### config.mk
export PLATFORM = sky130hd
export DESIGN_NAME = crtt_timing
export DESIGN_NICKNAME = d
export VERILOG_FILES = /design/src/logic/crtt_pkg.sv /design/src/logic/crtt_timing.sv
export SDC_FILE = /design/constraint.sdc
export NUM_CORES = 1
export LEC_CHECK = 0
export BUFFER_PORTS_ARGS = -buffer_cell sky130_fd_sc_hd__buf_4
export CELL_PAD_IN_SITES_DETAIL_PLACEMENT = 1
export CELL_PAD_IN_SITES_GLOBAL_PLACEMENT = 2
export CORE_MARGIN = 1
export CORE_UTILIZATION = 33
export CTS_BUF_LIST = sky130_fd_sc_hd__clkbuf_16
export DETAILED_ROUTE_END_ITERATION = 8
export PLACE_DENSITY = 0.87
export SYNTH_ARGS = -nofsm -noshare
export SYNTH_HDL_FRONTEND = slang
export SYNTH_SLANG_ARGS = --single-unit
### constraint.sdc
create_clock -name clk -period 2.1 [get_ports clk]
set_input_delay 0.42 -clock clk [delete_from_list [all_inputs] [get_ports clk]]
set_output_delay 0.42 -clock clk [all_outputs]
set_load 0.02 [all_outputs]
### src/logic/crtt_pkg.sv
// constants for the crt horizontal and vertical timing register block
package crtt_pkg;
    // port select: index port or data port
    localparam logic PORT_INDEX = 1'b0;
    localparam logic PORT_DATA = 1'b1;
    localparam int INDEX_W = 5;
    // register indexes
    localparam logic [4:0] IDX_HBLANK_END = 5'h03;
    localparam logic [4:0] IDX_HRETRACE_START = 5'h04;
    localparam logic [4:0] IDX_HRETRACE_END = 5'h05;
    localparam logic [4:0] IDX_VERTICAL_TOTAL_LOW = 5'h06;
    localparam logic [4:0] IDX_VERTICAL_HIGH_BITS = 5'h07;
    localparam logic [4:0] IDX_ROW_SCAN_PRESET = 5'h08;
    localparam logic [4:0] IDX_CHAR_ROW_HEIGHT = 5'h09;
    localparam logic [4:0] IDX_CURSOR_FIRST_ROW = 5'h0a;
    // field positions
    localparam int SKEW_LSB = 5;
    localparam int SKEW_MSB = 6;
    localparam int LOW5_MSB = 4;
    localparam int TOP_BIT = 7;
    localparam int DOUBLE_SCAN_BIT = 7;
    localparam int SPLIT_B9_BIT = 6;
    localparam int VBLANK_B9_BIT = 5;
    localparam int CURSOR_OFF_BIT = 5;
    localparam int OV_VSYNC_B9 = 7;
    localparam int OV_VACTIVE_B9 = 6;
    localparam int OV_FRAME_B9 = 5;
    localparam int OV_SPLIT_B8 = 4;
    localparam int OV_VBLANK_B8 = 3;
    localparam int OV_VSYNC_B8 = 2;
    localparam int OV_VACTIVE_B8 = 1;
    localparam int OV_FRAME_B8 = 0;
    // write masks for bits that hold state; others read zero; hblank end top bit reads one
    localparam logic [7:0] MASK_PRESET = 8'h7f;
    localparam logic [7:0] MASK_CURSOR = 8'h3f;
    localparam logic [7:0] FORCE_HBLANK_TOP = 8'h80;
    // reset value for every data register and the index
    localparam logic [7:0] REG_RESET = 8'h00;
    localparam logic [4:0] INDEX_RESET = 5'h00;
    localparam int SKEW_DEPTH = 4;
endpackage

### src/logic/crtt_timing.sv
// crt horizontal/vertical timing registers with their timing logic
//
// Contract
// - display-enable out is delayed 0..3 character clocks by its skew field
// - hblank ends when 6-bit end value matches horizontal count low bits
// - hsync starts when character count equals the 8-bit retrace start
// - retrace delay field skews hsync out by 0..3 character clocks
// - internal timing events come from the falling edge of hsync
// - hsync ends when five-bit stop field matches low count bits
// - frame line total is ten bits, lines per frame minus two
// - overflow register supplies bit 8 of vertical values, bit 9 of frame, vsync and vactive
// - byte panning field drives panning; extended graphics forces zero
// - row scan counter loads first row scan after each vertical retrace
// - row scan counter increments per hsync, clears after maximum row
// - start address is captured at start of vertical retrace
// - double scan halves the row scan counter clock
// - row height bit 6 is split line bit 9, bit 5 vblank bit 9
// - row height field gives lines per character row minus one
// - cursor disable bit suppresses the cursor entirely
// - cursor first line field gives the first cursor row
// - no cursor when first line exceeds last line
// - blanking end bit 7 written one by software; reads back one
// - hblank starts when character count equals blanking start
// - index port selects register; data port then reads or writes it
`timescale 1ns/10ps
module crtt_timing #(
    parameter int CNT_W = 8,
    parameter int ROW_W = 5,
    parameter int VPOS_W = 10,
    parameter int ADDR_W = 16
) (
    input wire logic clk,
    input wire logic rst_b,
    input wire logic io_sel,
    input wire logic io_wr,
    input wire logic io_rd,
    input wire logic [7:0] io_wdata,
    output logic [7:0] io_rdata,
    input wire logic char_tick,
    input wire logic [CNT_W-1:0] hcount,
    input wire logic [CNT_W-1:0] hblank_begin,
    input wire logic display_enable_raw,
    input wire logic vretrace,
    input wire logic ext_graphics,
    input wire logic [ROW_W-1:0] cursor_last_line,
    input wire logic [ADDR_W-1:0] start_addr,
    output logic display_enable,
    output logic hblank,
    output logic hsync,
    output logic [ROW_W-1:0] row_scan,
    output logic cursor_row,
    output logic [1:0] byte_pan,
    output logic [ADDR_W-1:0] start_addr_latched,
    output logic [VPOS_W-1:0] frame_lines,
    output logic [VPOS_W-1:0] vsync_start_hi,
    output logic [VPOS_W-1:0] vactive_end_hi,
    output logic [VPOS_W-1:0] split_line_hi,
    output logic [VPOS_W-1:0] vblank_start_hi
);
    logic [crtt_pkg::INDEX_W-1:0] index;
    logic [7:0] hblank_end;
    logic [7:0] hretrace_start;
    logic [7:0] hretrace_end;
    logic [7:0] vertical_total_low;
    logic [7:0] vertical_high_bits;
    logic [7:0] row_scan_preset;
    logic [7:0] char_row_height;
    logic [7:0] cursor_first_row;
    logic hsync_raw;
    logic hblank_raw;
    logic [crtt_pkg::SKEW_DEPTH-1:0] de_pipe;
    logic [crtt_pkg::SKEW_DEPTH-1:0] hs_pipe;
    logic hsync_prev;
    logic vretrace_prev;
    logic reload_pending;
    logic half_phase;
    logic [7:0] next_rdata;

    // field views
    logic [1:0] de_skew;
    logic [1:0] hsync_delay;
    logic [5:0] hblank_stop;
    logic [ROW_W-1:0] hsync_stop;
    logic [ROW_W-1:0] first_row_scan;
    logic [ROW_W-1:0] row_height;
    logic [ROW_W-1:0] cursor_first_line;
    logic double_scan;
    logic cursor_disable;
    logic hsync_fall;
    logic vretrace_rise;
    logic vretrace_fall;
    logic cursor_now;

    assign de_skew = hblank_end[crtt_pkg::SKEW_MSB:crtt_pkg::SKEW_LSB];
    assign hsync_delay = hretrace_end[crtt_pkg::SKEW_MSB:crtt_pkg::SKEW_LSB];
    assign hblank_stop = {hretrace_end[crtt_pkg::TOP_BIT],
        hblank_end[crtt_pkg::LOW5_MSB:0]};
    assign hsync_stop = hretrace_end[crtt_pkg::LOW5_MSB:0];
    assign first_row_scan = row_scan_preset[crtt_pkg::LOW5_MSB:0];
    assign row_height = char_row_height[crtt_pkg::LOW5_MSB:0];
    assign cursor_first_line = cursor_first_row[crtt_pkg::LOW5_MSB:0];
    assign double_scan = char_row_height[crtt_pkg::DOUBLE_SCAN_BIT];
    assign cursor_disable = cursor_first_row[crtt_pkg::CURSOR_OFF_BIT];
    // hsync output is the skewed one; events follow its trailing edge
    assign hsync_fall = hsync_prev & ~hsync;
    assign vretrace_rise = vretrace & ~vretrace_prev;
    assign vretrace_fall = vretrace_prev & ~vretrace;

    // index register, five bits wide
    always_ff @(posedge clk) begin
        if (!rst_b) begin
            index <= crtt_pkg::INDEX_RESET;
        end else if (io_wr && io_sel == crtt_pkg::PORT_INDEX) begin
            index <= io_wdata[crtt_pkg::INDEX_W-1:0];
        end
    end

    // data register writes through the data port
    always_ff @(posedge clk) begin
        if (!rst_b) begin
            hblank_end <= crtt_pkg::REG_RESET;
            hretrace_start <= crtt_pkg::REG_RESET;
            hretrace_end <= crtt_pkg::REG_RESET;
            vertical_total_low <= crtt_pkg::REG_RESET;
            vertical_high_bits <= crtt_pkg::REG_RESET;
            row_scan_preset <= crtt_pkg::REG_RESET;
            char_row_height <= crtt_pkg::REG_RESET;
            cursor_first_row <= crtt_pkg::REG_RESET;
        end else if (io_wr && io_sel == crtt_pkg::PORT_DATA) begin
            case (index)
                crtt_pkg::IDX_HBLANK_END: begin
                    hblank_end <= io_wdata;
                end
                crtt_pkg::IDX_HRETRACE_START: begin
                    hretrace_start <= io_wdata;
                end
                crtt_pkg::IDX_HRETRACE_END: begin
                    hretrace_end <= io_wdata;
                end
                crtt_pkg::IDX_VERTICAL_TOTAL_LOW: begin
                    vertical_total_low <= io_wdata;
                end
                crtt_pkg::IDX_VERTICAL_HIGH_BITS: begin
                    vertical_high_bits <= io_wdata;
                end
                crtt_pkg::IDX_ROW_SCAN_PRESET: begin
                    row_scan_preset <= io_wdata & crtt_pkg::MASK_PRESET;
                end
                crtt_pkg::IDX_CHAR_ROW_HEIGHT: begin
                    char_row_height <= io_wdata;
                end
                crtt_pkg::IDX_CURSOR_FIRST_ROW: begin
                    cursor_first_row <= io_wdata & crtt_pkg::MASK_CURSOR;
                end
                default: begin
                end
            endcase
        end
    end

    // read mux; unmapped indexes read zero
    always_comb begin
        next_rdata = crtt_pkg::REG_RESET;
        if (io_sel == crtt_pkg::PORT_INDEX) begin
            next_rdata = {3'h0, index};
        end else begin
            case (index)
                crtt_pkg::IDX_HBLANK_END: begin
                    // top bit is undefined; a one is returned
                    next_rdata = hblank_end | crtt_pkg::FORCE_HBLANK_TOP;
                end
                crtt_pkg::IDX_HRETRACE_START: begin
                    next_rdata = hretrace_start;
                end
                crtt_pkg::IDX_HRETRACE_END: begin
                    next_rdata = hretrace_end;
                end
                crtt_pkg::IDX_VERTICAL_TOTAL_LOW: begin
                    next_rdata = vertical_total_low;
                end
                crtt_pkg::IDX_VERTICAL_HIGH_BITS: begin
                    next_rdata = vertical_high_bits;
                end
                crtt_pkg::IDX_ROW_SCAN_PRESET: begin
                    next_rdata = row_scan_preset;
                end
                crtt_pkg::IDX_CHAR_ROW_HEIGHT: begin
                    next_rdata = char_row_height;
                end
                crtt_pkg::IDX_CURSOR_FIRST_ROW: begin
                    next_rdata = cursor_first_row;
                end
                default: begin
                    next_rdata = crtt_pkg::REG_RESET;
                end
            endcase
        end
    end

    always_ff @(posedge clk) begin
        if (!rst_b) begin
            io_rdata <= crtt_pkg::REG_RESET;
        end else if (io_rd) begin
            io_rdata <= next_rdata;
        end
    end

    // undelayed hsync and hblank from the character count comparators
    always_ff @(posedge clk) begin
        if (!rst_b) begin
            hsync_raw <= 1'b0;
        end else if (char_tick) begin
            if (hcount == hretrace_start) begin
                hsync_raw <= 1'b1;
            end else if (hcount[ROW_W-1:0] == hsync_stop) begin
                hsync_raw <= 1'b0;
            end
        end
    end

    always_ff @(posedge clk) begin
        if (!rst_b) begin
            hblank_raw <= 1'b0;
        end else if (char_tick) begin
            if (hcount == hblank_begin) begin
                hblank_raw <= 1'b1;
            end else if (hcount[5:0] == hblank_stop) begin
                hblank_raw <= 1'b0;
            end
        end
    end

    // skew pipes advance once per character clock
    always_ff @(posedge clk) begin
        if (!rst_b) begin
            de_pipe <= '0;
            hs_pipe <= '0;
        end else if (char_tick) begin
            de_pipe <= {de_pipe[crtt_pkg::SKEW_DEPTH-2:0], display_enable_raw};
            hs_pipe <= {hs_pipe[crtt_pkg::SKEW_DEPTH-2:0], hsync_raw};
        end
    end

    // tap 0 is the undelayed value, tap n is n character clocks late
    always_ff @(posedge clk) begin
        if (!rst_b) begin
            display_enable <= 1'b0;
            hsync <= 1'b0;
            hblank <= 1'b0;
        end else begin
            display_enable <= (de_skew == 2'd0) ? display_enable_raw :
                de_pipe[de_skew - 2'd1];
            hsync <= (hsync_delay == 2'd0) ? hsync_raw :
                hs_pipe[hsync_delay - 2'd1];
            hblank <= hblank_raw;
        end
    end

    always_ff @(posedge clk) begin
        if (!rst_b) begin
            hsync_prev <= 1'b0;
            vretrace_prev <= 1'b0;
        end else begin
            hsync_prev <= hsync;
            vretrace_prev <= vretrace;
        end
    end

    // start address is caught as vertical retrace begins
    always_ff @(posedge clk) begin
        if (!rst_b) begin
            start_addr_latched <= '0;
        end else if (vretrace_rise) begin
            start_addr_latched <= start_addr;
        end
    end

    // preset is applied at the first line after vertical retrace ends
    always_ff @(posedge clk) begin
        if (!rst_b) begin
            reload_pending <= 1'b0;
        end else if (vretrace_fall) begin
            reload_pending <= 1'b1;
        end else if (hsync_fall) begin
            reload_pending <= 1'b0;
        end
    end

    // double scan: only every other line advances the counter
    always_ff @(posedge clk) begin
        if (!rst_b) begin
            half_phase <= 1'b0;
        end else if (hsync_fall && reload_pending) begin
            half_phase <= 1'b0;
        end else if (hsync_fall) begin
            half_phase <= ~half_phase & double_scan;
        end
    end

    always_ff @(posedge clk) begin
        if (!rst_b) begin
            row_scan <= '0;
        end else if (hsync_fall) begin
            if (reload_pending) begin
                row_scan <= first_row_scan;
            end else if (double_scan && !half_phase) begin
                row_scan <= row_scan;
            end else if (row_scan >= row_height) begin
                // clears, does not reload the preset
                row_scan <= '0;
            end else begin
                row_scan <= row_scan + 1'b1;
            end
        end
    end

    // cursor rows are compared as stored codes on both ends
    assign cursor_now = !cursor_disable
        && (cursor_first_line <= cursor_last_line)
        && (row_scan >= cursor_first_line)
        && (row_scan <= cursor_last_line);

    always_ff @(posedge clk) begin
        if (!rst_b) begin
            cursor_row <= 1'b0;
        end else begin
            cursor_row <= cursor_now;
        end
    end

    // extended graphics mode ignores the panning field
    always_ff @(posedge clk) begin
        if (!rst_b) begin
            byte_pan <= 2'd0;
        end else if (ext_graphics) begin
            byte_pan <= 2'd0;
        end else begin
            byte_pan <= row_scan_preset[crtt_pkg::SKEW_MSB:crtt_pkg::SKEW_LSB];
        end
    end

    // assembled vertical values, high bits from the overflow and row height registers
    always_ff @(posedge clk) begin
        if (!rst_b) begin
            frame_lines <= '0;
            vsync_start_hi <= '0;
            vactive_end_hi <= '0;
            split_line_hi <= '0;
            vblank_start_hi <= '0;
        end else begin
            frame_lines <= {vertical_high_bits[crtt_pkg::OV_FRAME_B9],
                vertical_high_bits[crtt_pkg::OV_FRAME_B8],
                vertical_total_low};
            vsync_start_hi <= {vertical_high_bits[crtt_pkg::OV_VSYNC_B9],
                vertical_high_bits[crtt_pkg::OV_VSYNC_B8], 8'h00};
            vactive_end_hi <= {vertical_high_bits[crtt_pkg::OV_VACTIVE_B9],
                vertical_high_bits[crtt_pkg::OV_VACTIVE_B8], 8'h00};
            split_line_hi <= {char_row_height[crtt_pkg::SPLIT_B9_BIT],
                vertical_high_bits[crtt_pkg::OV_SPLIT_B8],
                8'h00};
            vblank_start_hi <= {char_row_height[crtt_pkg::VBLANK_B9_BIT],
                vertical_high_bits[crtt_pkg::OV_VBLANK_B8],
                8'h00};
        end
    end
endmodule

Word level (Yosys, flattened, before mapping) --
Index checks and enable logic that the tools add are counted.
Cells by class: $add $sub $neg 3, multiply operators 0, div/mod/pow operators 0, order comparisons 6, equality and inequality tests 13, shift operators 0, mux-type cells 17, bitwise operators 10, reduce and logical (&&, ||, !) cells 27
Operators with widths (count):
- $pmux 8 s8 | 1
- $reduce_and 2->1 | 11
- $eq 5x3->1 const B | 4
- $eq 8x8->1 | 2
- $eq 5x4->1 const B | 3
- $mux 5 | 3
- $ge 5x5->1 | 2
- $le 5x5->1 | 2
- $mux 1 | 10
- $mux 8 | 1
- $logic_and 1x1->1 | 7
- $eq 6x6->1 | 1
- $lt 2x3->1 const B | 2
- $not 1->1 | 6
- $reduce_bool 2->1 | 3
- $add 5x1->5 const B | 1
- $eq 5x2->1 const B | 1
- $eq 5x5->1 | 1
- $and 1x1->1 | 4
- $bmux 1 s2 | 2
- $logic_not 2->1 | 2
- $reduce_or 2->1 | 2
- $sub 2x1->2 const B | 2
- $logic_not 1->1 | 2
- $ne 2x2->1 const B | 1
Word-level totals: bits in registers 164, latch bits 0, RAM bits 0, ROM bits 0, input port bits 54, output and inout port bits 85, memories 0

Longest topological paths before layout --
Gate-level depths: netlist of run 1.
word-level depth 4, gate-level depth with buffers 7, depth with buffers taken out 7

Worst setup path after synthesis of run 1 --
No wires, ideal clock.
kind reg2reg, start point register row_scan[0], end point register row_scan[0], setup time 86 ps, arrival 1636 ps, required time 2014 ps, slack 378 ps, cell stages (with the launch flop) 8, path buffers 0, clock period less this slack 1722 ps, cell sequence dfxtp_1 -> inv_1 -> ha_1 -> nor2b_1 -> o21ai_0 -> a31oi_1 -> a221oi_1 -> a211oi_1
Between the ends: cells in the longest elaborated chain, start to end 4, elaborated cells on any way between the ends 5, those cells by class add/sub: 1; order compare: 1; mux: 3
RTL lines:
- start, declared | RTL line crtt_timing.sv:50 | output logic [ROW_W-1:0] row_scan,
- start signal, assigned | RTL line crtt_timing.sv:305 | row_scan <= first_row_scan;
- start signal, assigned | RTL line crtt_timing.sv:307 | row_scan <= row_scan;
- start signal, assigned | RTL line crtt_timing.sv:312 | row_scan <= row_scan + 1'b1;
- $add 5x1->5 or $ge 5x5->1 (tied branches) | RTL line crtt_timing.sv:312, crtt_timing.sv:308
- $mux 5 * | RTL line crtt_timing.sv:308 | end else if (row_scan >= row_height) begin
- $mux 5 * | RTL line crtt_timing.sv:306 | end else if (double_scan && !half_phase) begin
- $mux 5 * | RTL line crtt_timing.sv:304 | if (reload_pending) begin
Mark *: on every way between the ends. The rest lies on a longest branch, timed or not. The select of a mux whose other input is x is not followed. A chain may end at the register's enable or synchronous reset.

Worst setup path in the final report of run 1 --
start point register index[3] (netlist name), end point register char_row_height[3]
Between the ends: cells in the longest elaborated chain, start to end 2
RTL lines:
- start, declared | RTL line crtt_timing.sv:60 | logic [crtt_pkg::INDEX_W-1:0] index;
- start signal, assigned | RTL line crtt_timing.sv:112 | index <= crtt_pkg::INDEX_RESET;
- start signal, assigned | RTL line crtt_timing.sv:114 | index <= io_wdata[crtt_pkg::INDEX_W-1:0];
- $eq 5x4->1 | RTL line crtt_timing.sv:130 | case (index)
- $reduce_and 2->1 (no source line)
- end signal, assigned | RTL line crtt_timing.sv:127 | char_row_height <= crtt_pkg::REG_RESET;
- end signal, assigned | RTL line crtt_timing.sv:150 | char_row_height <= io_wdata;
- end, declared | RTL line crtt_timing.sv:67 | logic [7:0] char_row_height;
Every way passes these cells.

==> metrics.yaml, run 1 <==
status:
  status: "completed"
global_routing:
  grt.total_usage_pct: 20.0
  first_global_vias: 5292
  grt_pass1_wl_um: 30100
  grt_max_degree: 62
  antenna_found_initial: 0
  grt.overflow.total: 0
critical_path:
  cp_max_fo: 8
  cp.arrival_ns: 2.29
  crit_type: "reg2reg"
  cp-start-kind: "flip-flop"
  worst_r2r_path_depth: 5
  end_kind: "flip-flop"
  cp.required_ns: 2.41
clock_tree:
  cts-root-buf: "clkbuf_16"
  cts_buffers: 17
  cts_buffer_depth: 2
  hold_buffers: 0
  h-tree-depth: 4
  cts_tree: "done"
  cts_sinks: 132
  insertion_delay_ns: 0.42
  cts.reportedPaths.clkPinSlew_ns: 0.06
drt:
  routed_wl_um: 18900
  drc: 0
  top_layer: "met4"
  vias: 5281
  first_pass_iters: 4
  viasPerCell: 4.87
  ant_nets: 0
  route.met3.wl_um: 1220
  wl_per_cell_um: 17.5
  first_iter_violations: 439
  dr_wl_met2_um: 8520
  drt-met1-wl_um: 8910
yosys:
  yosys_warnings: 0
  syn_area_mm2: 0.00636
  synth_enable_flop_cells: 0
  ys_top_cells_by_area: "dfxtp_1, mux2i_1, a21oi_1, ha_1, buf_4"
  synth_seq_cells: 132
  synth_cells: 710
  ys_seq_area_share_pct: 41.5
  syn_avg_cell_area_um2: 8.96
  synth.most_common_cell: "dfxtp_1"
  synth_common_cells: "dfxtp_1, nand2_1, nor2_1"
  synth_cell_type_count: 50
  synthArstFlopShare_pct: 0
  synthFlopType: "dfxtp_1"
  synth_top_cell_area_share_pct: 41.5
  yosysTopAreaCell: "dfxtp_1"
run:
  cap_violations: 0
min_path:
  min_path_cells: 2
  hold_class: "in2reg"
cells_and_area:
  drive_above_1_share_pct: 21.6
  syn2layout_area_growth_pct: 25.5
  post-route-util_pct: 42.4
  final_nets: 889
  instances_no_fill: 1085
  antenna_cells: 0
sta:
  finalSetupViolations: 0
  fmax_mhz: 505
  fin_setup_tns_ns: 0
  slew-limit-headroom_pct: 27.1
  fin_skew_ns: 0.00751
  worst_pin_slew_ns: 1.09
  hold_viol: 0
  setup_slack_ns: 0.121
  timing.final.crit_period_ns: 1.98
  fin_crit_sh_pct: 94.3
  rsz0062_at_grt: "false"
  slew_viol_final: 0
floorplan:
  start_util_pct: 33.8
  chipWidth_um: 141
  core_region_area_mm2: 0.0188
  dieArea_mm2: 0.0198
  rows: 50
  io-pin-count: 139
  die_height_um: 141
pwr:
  leakagePower_nw: 3.22
  vdd_drop_max_uv: 581
  powerDensity_mw_per_mm2: 775
placed_design:
  hpwl_um: 13300
  port_buffers: 106
  dp.cells: 1053
  gp_congestion: 0.816
  pre_cts_ws_ns: 0.165
==> stage by stage <==
step / total power, mW / hold slack [ns] / instance area (um^2)
floorplan: 2.96 / 0.421 / 6480
global placement: 3.12 / 0.438 / 7370
detailed placement: 3.13 / 0.447 / 7370
CTS: 6.24 / 0.155 / 7980
global route: 6.41 / 0.150 / 7990
finish: 6.19 / 0.166 / 7990
==> power breakdown <==
| group | internal [mW] | switching, mW | leakage, nW |
|---|---|---|---|
| clock network | 1.97 | 1.14 | 0.303 |
| logic | 0.193 | 0.313 | 1.85 |
| registers | 2.54 | 0.0303 | 1.07 |
| total | 4.70 | 1.48 | 3.22 |
==> final timing paths <==
kind / from / end / slack [ns]
worst max register to register: index[3]$_SDFFE_PN0P_ / char_row_height[3]$_SDFFE_PN0P_ / 0.12
worst max-delay path: index[3]$_SDFFE_PN0P_ / char_row_height[3]$_SDFFE_PN0P_ / 0.12
worst min-delay path: ext_graphics / byte_pan[1]$_SDFF_PP0_ / 0.17
worst min register to register: start_addr_latched[7]$_SDFFE_PN0P_ / start_addr_latched[7]$_SDFFE_PN0P_ / 0.45
==> placed cells by master, fill, tap and decap left out, types with 4 or more instances in the layout <==
cell type	count
a21oi_1	63
a221oi_1	6
a31oi_1	4
and2_1	20
buf_4	124
bufinv_16	4
clkbuf_16	17
conb_1	32
dfxtp_1	132
ha_1	23
inv_1	27
mux2i_1	62
mux4_2	8
nand2_1	70
nand2b_1	7
nand3_1	7
nand4_1	8
nor2_1	68
nor2b_1	10
nor4_1	4
o21ai_0	44
o22ai_1	9
xnor2_1	16
xor2_1	12
==> critical path, stage by stage, from the launching register on <==
cell and delay [ns]:
dfxtp_1 0.50, nor3b_4 0.28, nand3_1 0.35, nor2_4 0.43, mux2i_1 0.24, nor2_1 0.05
==> area by class of cell <==
cell class | count | area, um^2
fillers | 2200 | 10800
multi-input cells | 507 | 3310
flip-flops and latches | 132 | 2640
repair buffers | 127 | 991
clock buffers | 17 | 425
well taps | 260 | 325
clock inverters | 15 | 189
inverters | 27 | 101
==> sequential cells by signal (all words and copies together), names as in the netlist, 2 cells and up <==
signal	cells
vactive_end_hi	2
row_scan	5
vertical_high_bits	8
frame_lines	10
cursor_first_row	6
split_line_hi	2
hretrace_end	8
vertical_total_low	8
vsync_start_hi	2
byte_pan	2
index	5
io_rdata	8
hs_pipe	4
row_scan_preset	7
hretrace_start	8
start_addr_latched	16
vblank_start_hi	2
hblank_end	7
de_pipe	4
char_row_height	8
==> routing by layer <==
metal / track usage, % / up-vias
met5: 0 / -
met4: 7.32 / 0
met3: 5.47 / 20
met2: 30.4 / 163
met1: 27.1 / 2529
li1: - / 2569
==> timing repair <==
item                       in CTS  in global routing
setup buffers                   0                  0
resized for setup               0                  1
setup endpoints to repair       0                  1
==> kinds of logic (layout without fill, tap and decap cells) <==
family          after synthesis  after routing  share of synthesized area, %
compound gates              136            136                          11.7
fa+ha+maj                    23             23                          4.52
other cells                   1             32                        0.0589
buf+inv                     102            186                          8.36
xor+xnor                     28             28                          3.85
mux                          71             71                          12.8
simple gates                217            217                          17.2
flops                       132            132                          41.5
Note: power is estimated with default switching activity, not from simulation.
==> run 2: changes to the inputs <==
CELL_PAD_IN_SITES_GLOBAL_PLACEMENT = 1   (was 2)
CORE_UTILIZATION = 41   (was 33)
PLACE_DENSITY = 0.86   (was 0.87)
==> run 2 against run 1 <==
Net effect:
- register-to-register slack lost 0.03 ns
- total power shrank 6.0%
- critical path depth is the same
- die area shrank 19%
- sequential share of layout area grew 0.88 points
- fmax shrank 1.5%
- non-clock buffer count is the same
- global-route usage grew 4.6 points
- clock power shrank 12%
- design area shrank 2.6%
- critical endpoint is now hretrace_start[5]$_SDFFE_PN0P_
- highest routed layer unchanged
==> metrics.yaml, run 2 (synthesis results as in run 1) <==
status:
  status: "completed"
critical_path:
  crit_family: "simple AND/OR/NAND/NOR gates"
  crit_type: "reg2reg"
  cp_slowest_cell: "dfxtp_1"
  cp_cell_sequence: "nor3b_4, nand3_2, nor3_4, mux2i_1, nor2_1"
  crit_start: "index[2]$_SDFFE_PN0P_"
  max_stage_delay_ns: 0.60
  reg2reg_from: "index[2]$_SDFFE_PN0P_"
  cp_max_fo: 9
  cp.arrival_ns: 2.30
  cp-start-kind: "flip-flop"
  cp.required_ns: 2.39
  end_kind: "flip-flop"
  cp_num_buf_inv: 0
clock_tree:
  hold_buffers: 0
  post_cts_resize_count: 0
  cts.reportedPaths.clkPinSlew_ns: 0.06
  cts_buffers: 17
  cts_setup_buffers: 0
  h-tree-depth: 4
  cts_tree: "done"
  cts_sinks: 132
  cts_buffer_depth: 2
  insertion_delay_ns: 0.42
  cts-root-buf: "clkbuf_16"
pwr:
  vdd_drop_max_uv: 653
  total_power_mw: 5.82
  powerDensity_mw_per_mm2: 748
  leakagePower_nw: 3.18
min_path:
  hp-start: "ext_graphics"
  hold_class: "in2reg"
cells_and_area:
  final_cell_mix: "dfxtp_1, buf_4, nand2_1"
  antenna_cells: 0
  post-route-util_pct: 51.2
  instances_no_fill: 1011
  fillCellCount: 1769
  largest_reg_flops: 16
  largest_registers: "start_addr_latched x16, frame_lines x10"
  top_register: "start_addr_latched"
  final_nets: 889
  syn2layout_area_growth_pct: 22.3
  drive_above_1_share_pct: 20.5
  final_common_cell: "dfxtp_1"
drt:
  first_pass_iters: 5
  first_iter_violations: 406
  viasPerCell: 5.34
  routed_wl_um: 18700
  drc: 0
  ant_nets: 0
  vias: 5401
  wl_per_cell_um: 18.5
sta:
  fmax_mhz: 498
  setup_slack_ns: 0.0912
  fin_crit_sh_pct: 95.7
  slew-limit-headroom_pct: 62.2
  timing.final.crit_period_ns: 2.01
  fin_skew_ns: 0.00499
  fin_setup_tns_ns: 0
  slew_viol_final: 0
  rsz0062_at_grt: "false"
  finalSetupViolations: 0
  worst_pin_slew_ns: 0.567
  hold_viol: 0
floorplan:
  io-pin-count: 139
  core_region_area_mm2: 0.0152
  die_height_um: 127
  dieArea_mm2: 0.0160
  rows: 45
  start_util_pct: 41.9
  chipWidth_um: 127
global_routing:
  grt.overflow.total: 0
  grt.total_usage_pct: 24.7
  first_global_vias: 5756
  antenna_found_initial: 0
  grt_pass1_wl_um: 30400
  grt_max_degree: 51
placed_design:
  hpwl_um: 13300
  port_buffers: 106
  gp_congestion: 0.834
  pre_cts_ws_ns: 0.175
  dp.cells: 981
run:
  cap_violations: 0
-- run 2: metrics by stage --
stage	hold slack, ns	cell area (um^2)
3_5_place_dp	0.440	7250
5_1_grt	0.164	7780
4_1_cts	0.161	7780
3_3_place_gp	0.437	7250
6_report	0.170	7780
2_1_floorplan	0.421	6480
-- run 2: final timing paths --
kind                                                      endpoint  slack [ns]  depth (start not counted)
worst min-delay path                        byte_pan[1]$_SDFF_PP0_        0.17                          2
worst max-delay path                hretrace_start[5]$_SDFFE_PN0P_        0.09                          5
worst min register to register  start_addr_latched[1]$_SDFFE_PN0P_        0.45                          2
worst max register to register      hretrace_start[5]$_SDFFE_PN0P_        0.09                          5
-- run 2: cell type report --
| class | count | area, um^2 | area share, % |
|---|---|---|---|
| clock buffers | 17 | 425 | 5.47 |
| well taps | 188 | 235 | 3.02 |
| inverters | 27 | 101 | 1.30 |
| repair buffers | 127 | 966 | 12.4 |
| multi-input cells | 507 | 3310 | 42.5 |
| clock inverters | 13 | 104 | 1.33 |
| flip-flops and latches | 132 | 2640 | 34.0 |
-- run 2: power by group --
part	internal [mW]	switching [mW]	leakage (nW)
clock	1.69	1.06	0.275
combinational	0.190	0.308	1.84
sequential	2.54	0.0348	1.07
-- run 2: per-layer routing --
layer,global-route usage [%],wire length [um]
met1,29.5,8040
met2,40.7,8810
met3,8.52,1350
met4,9.71,465
met5,0,0
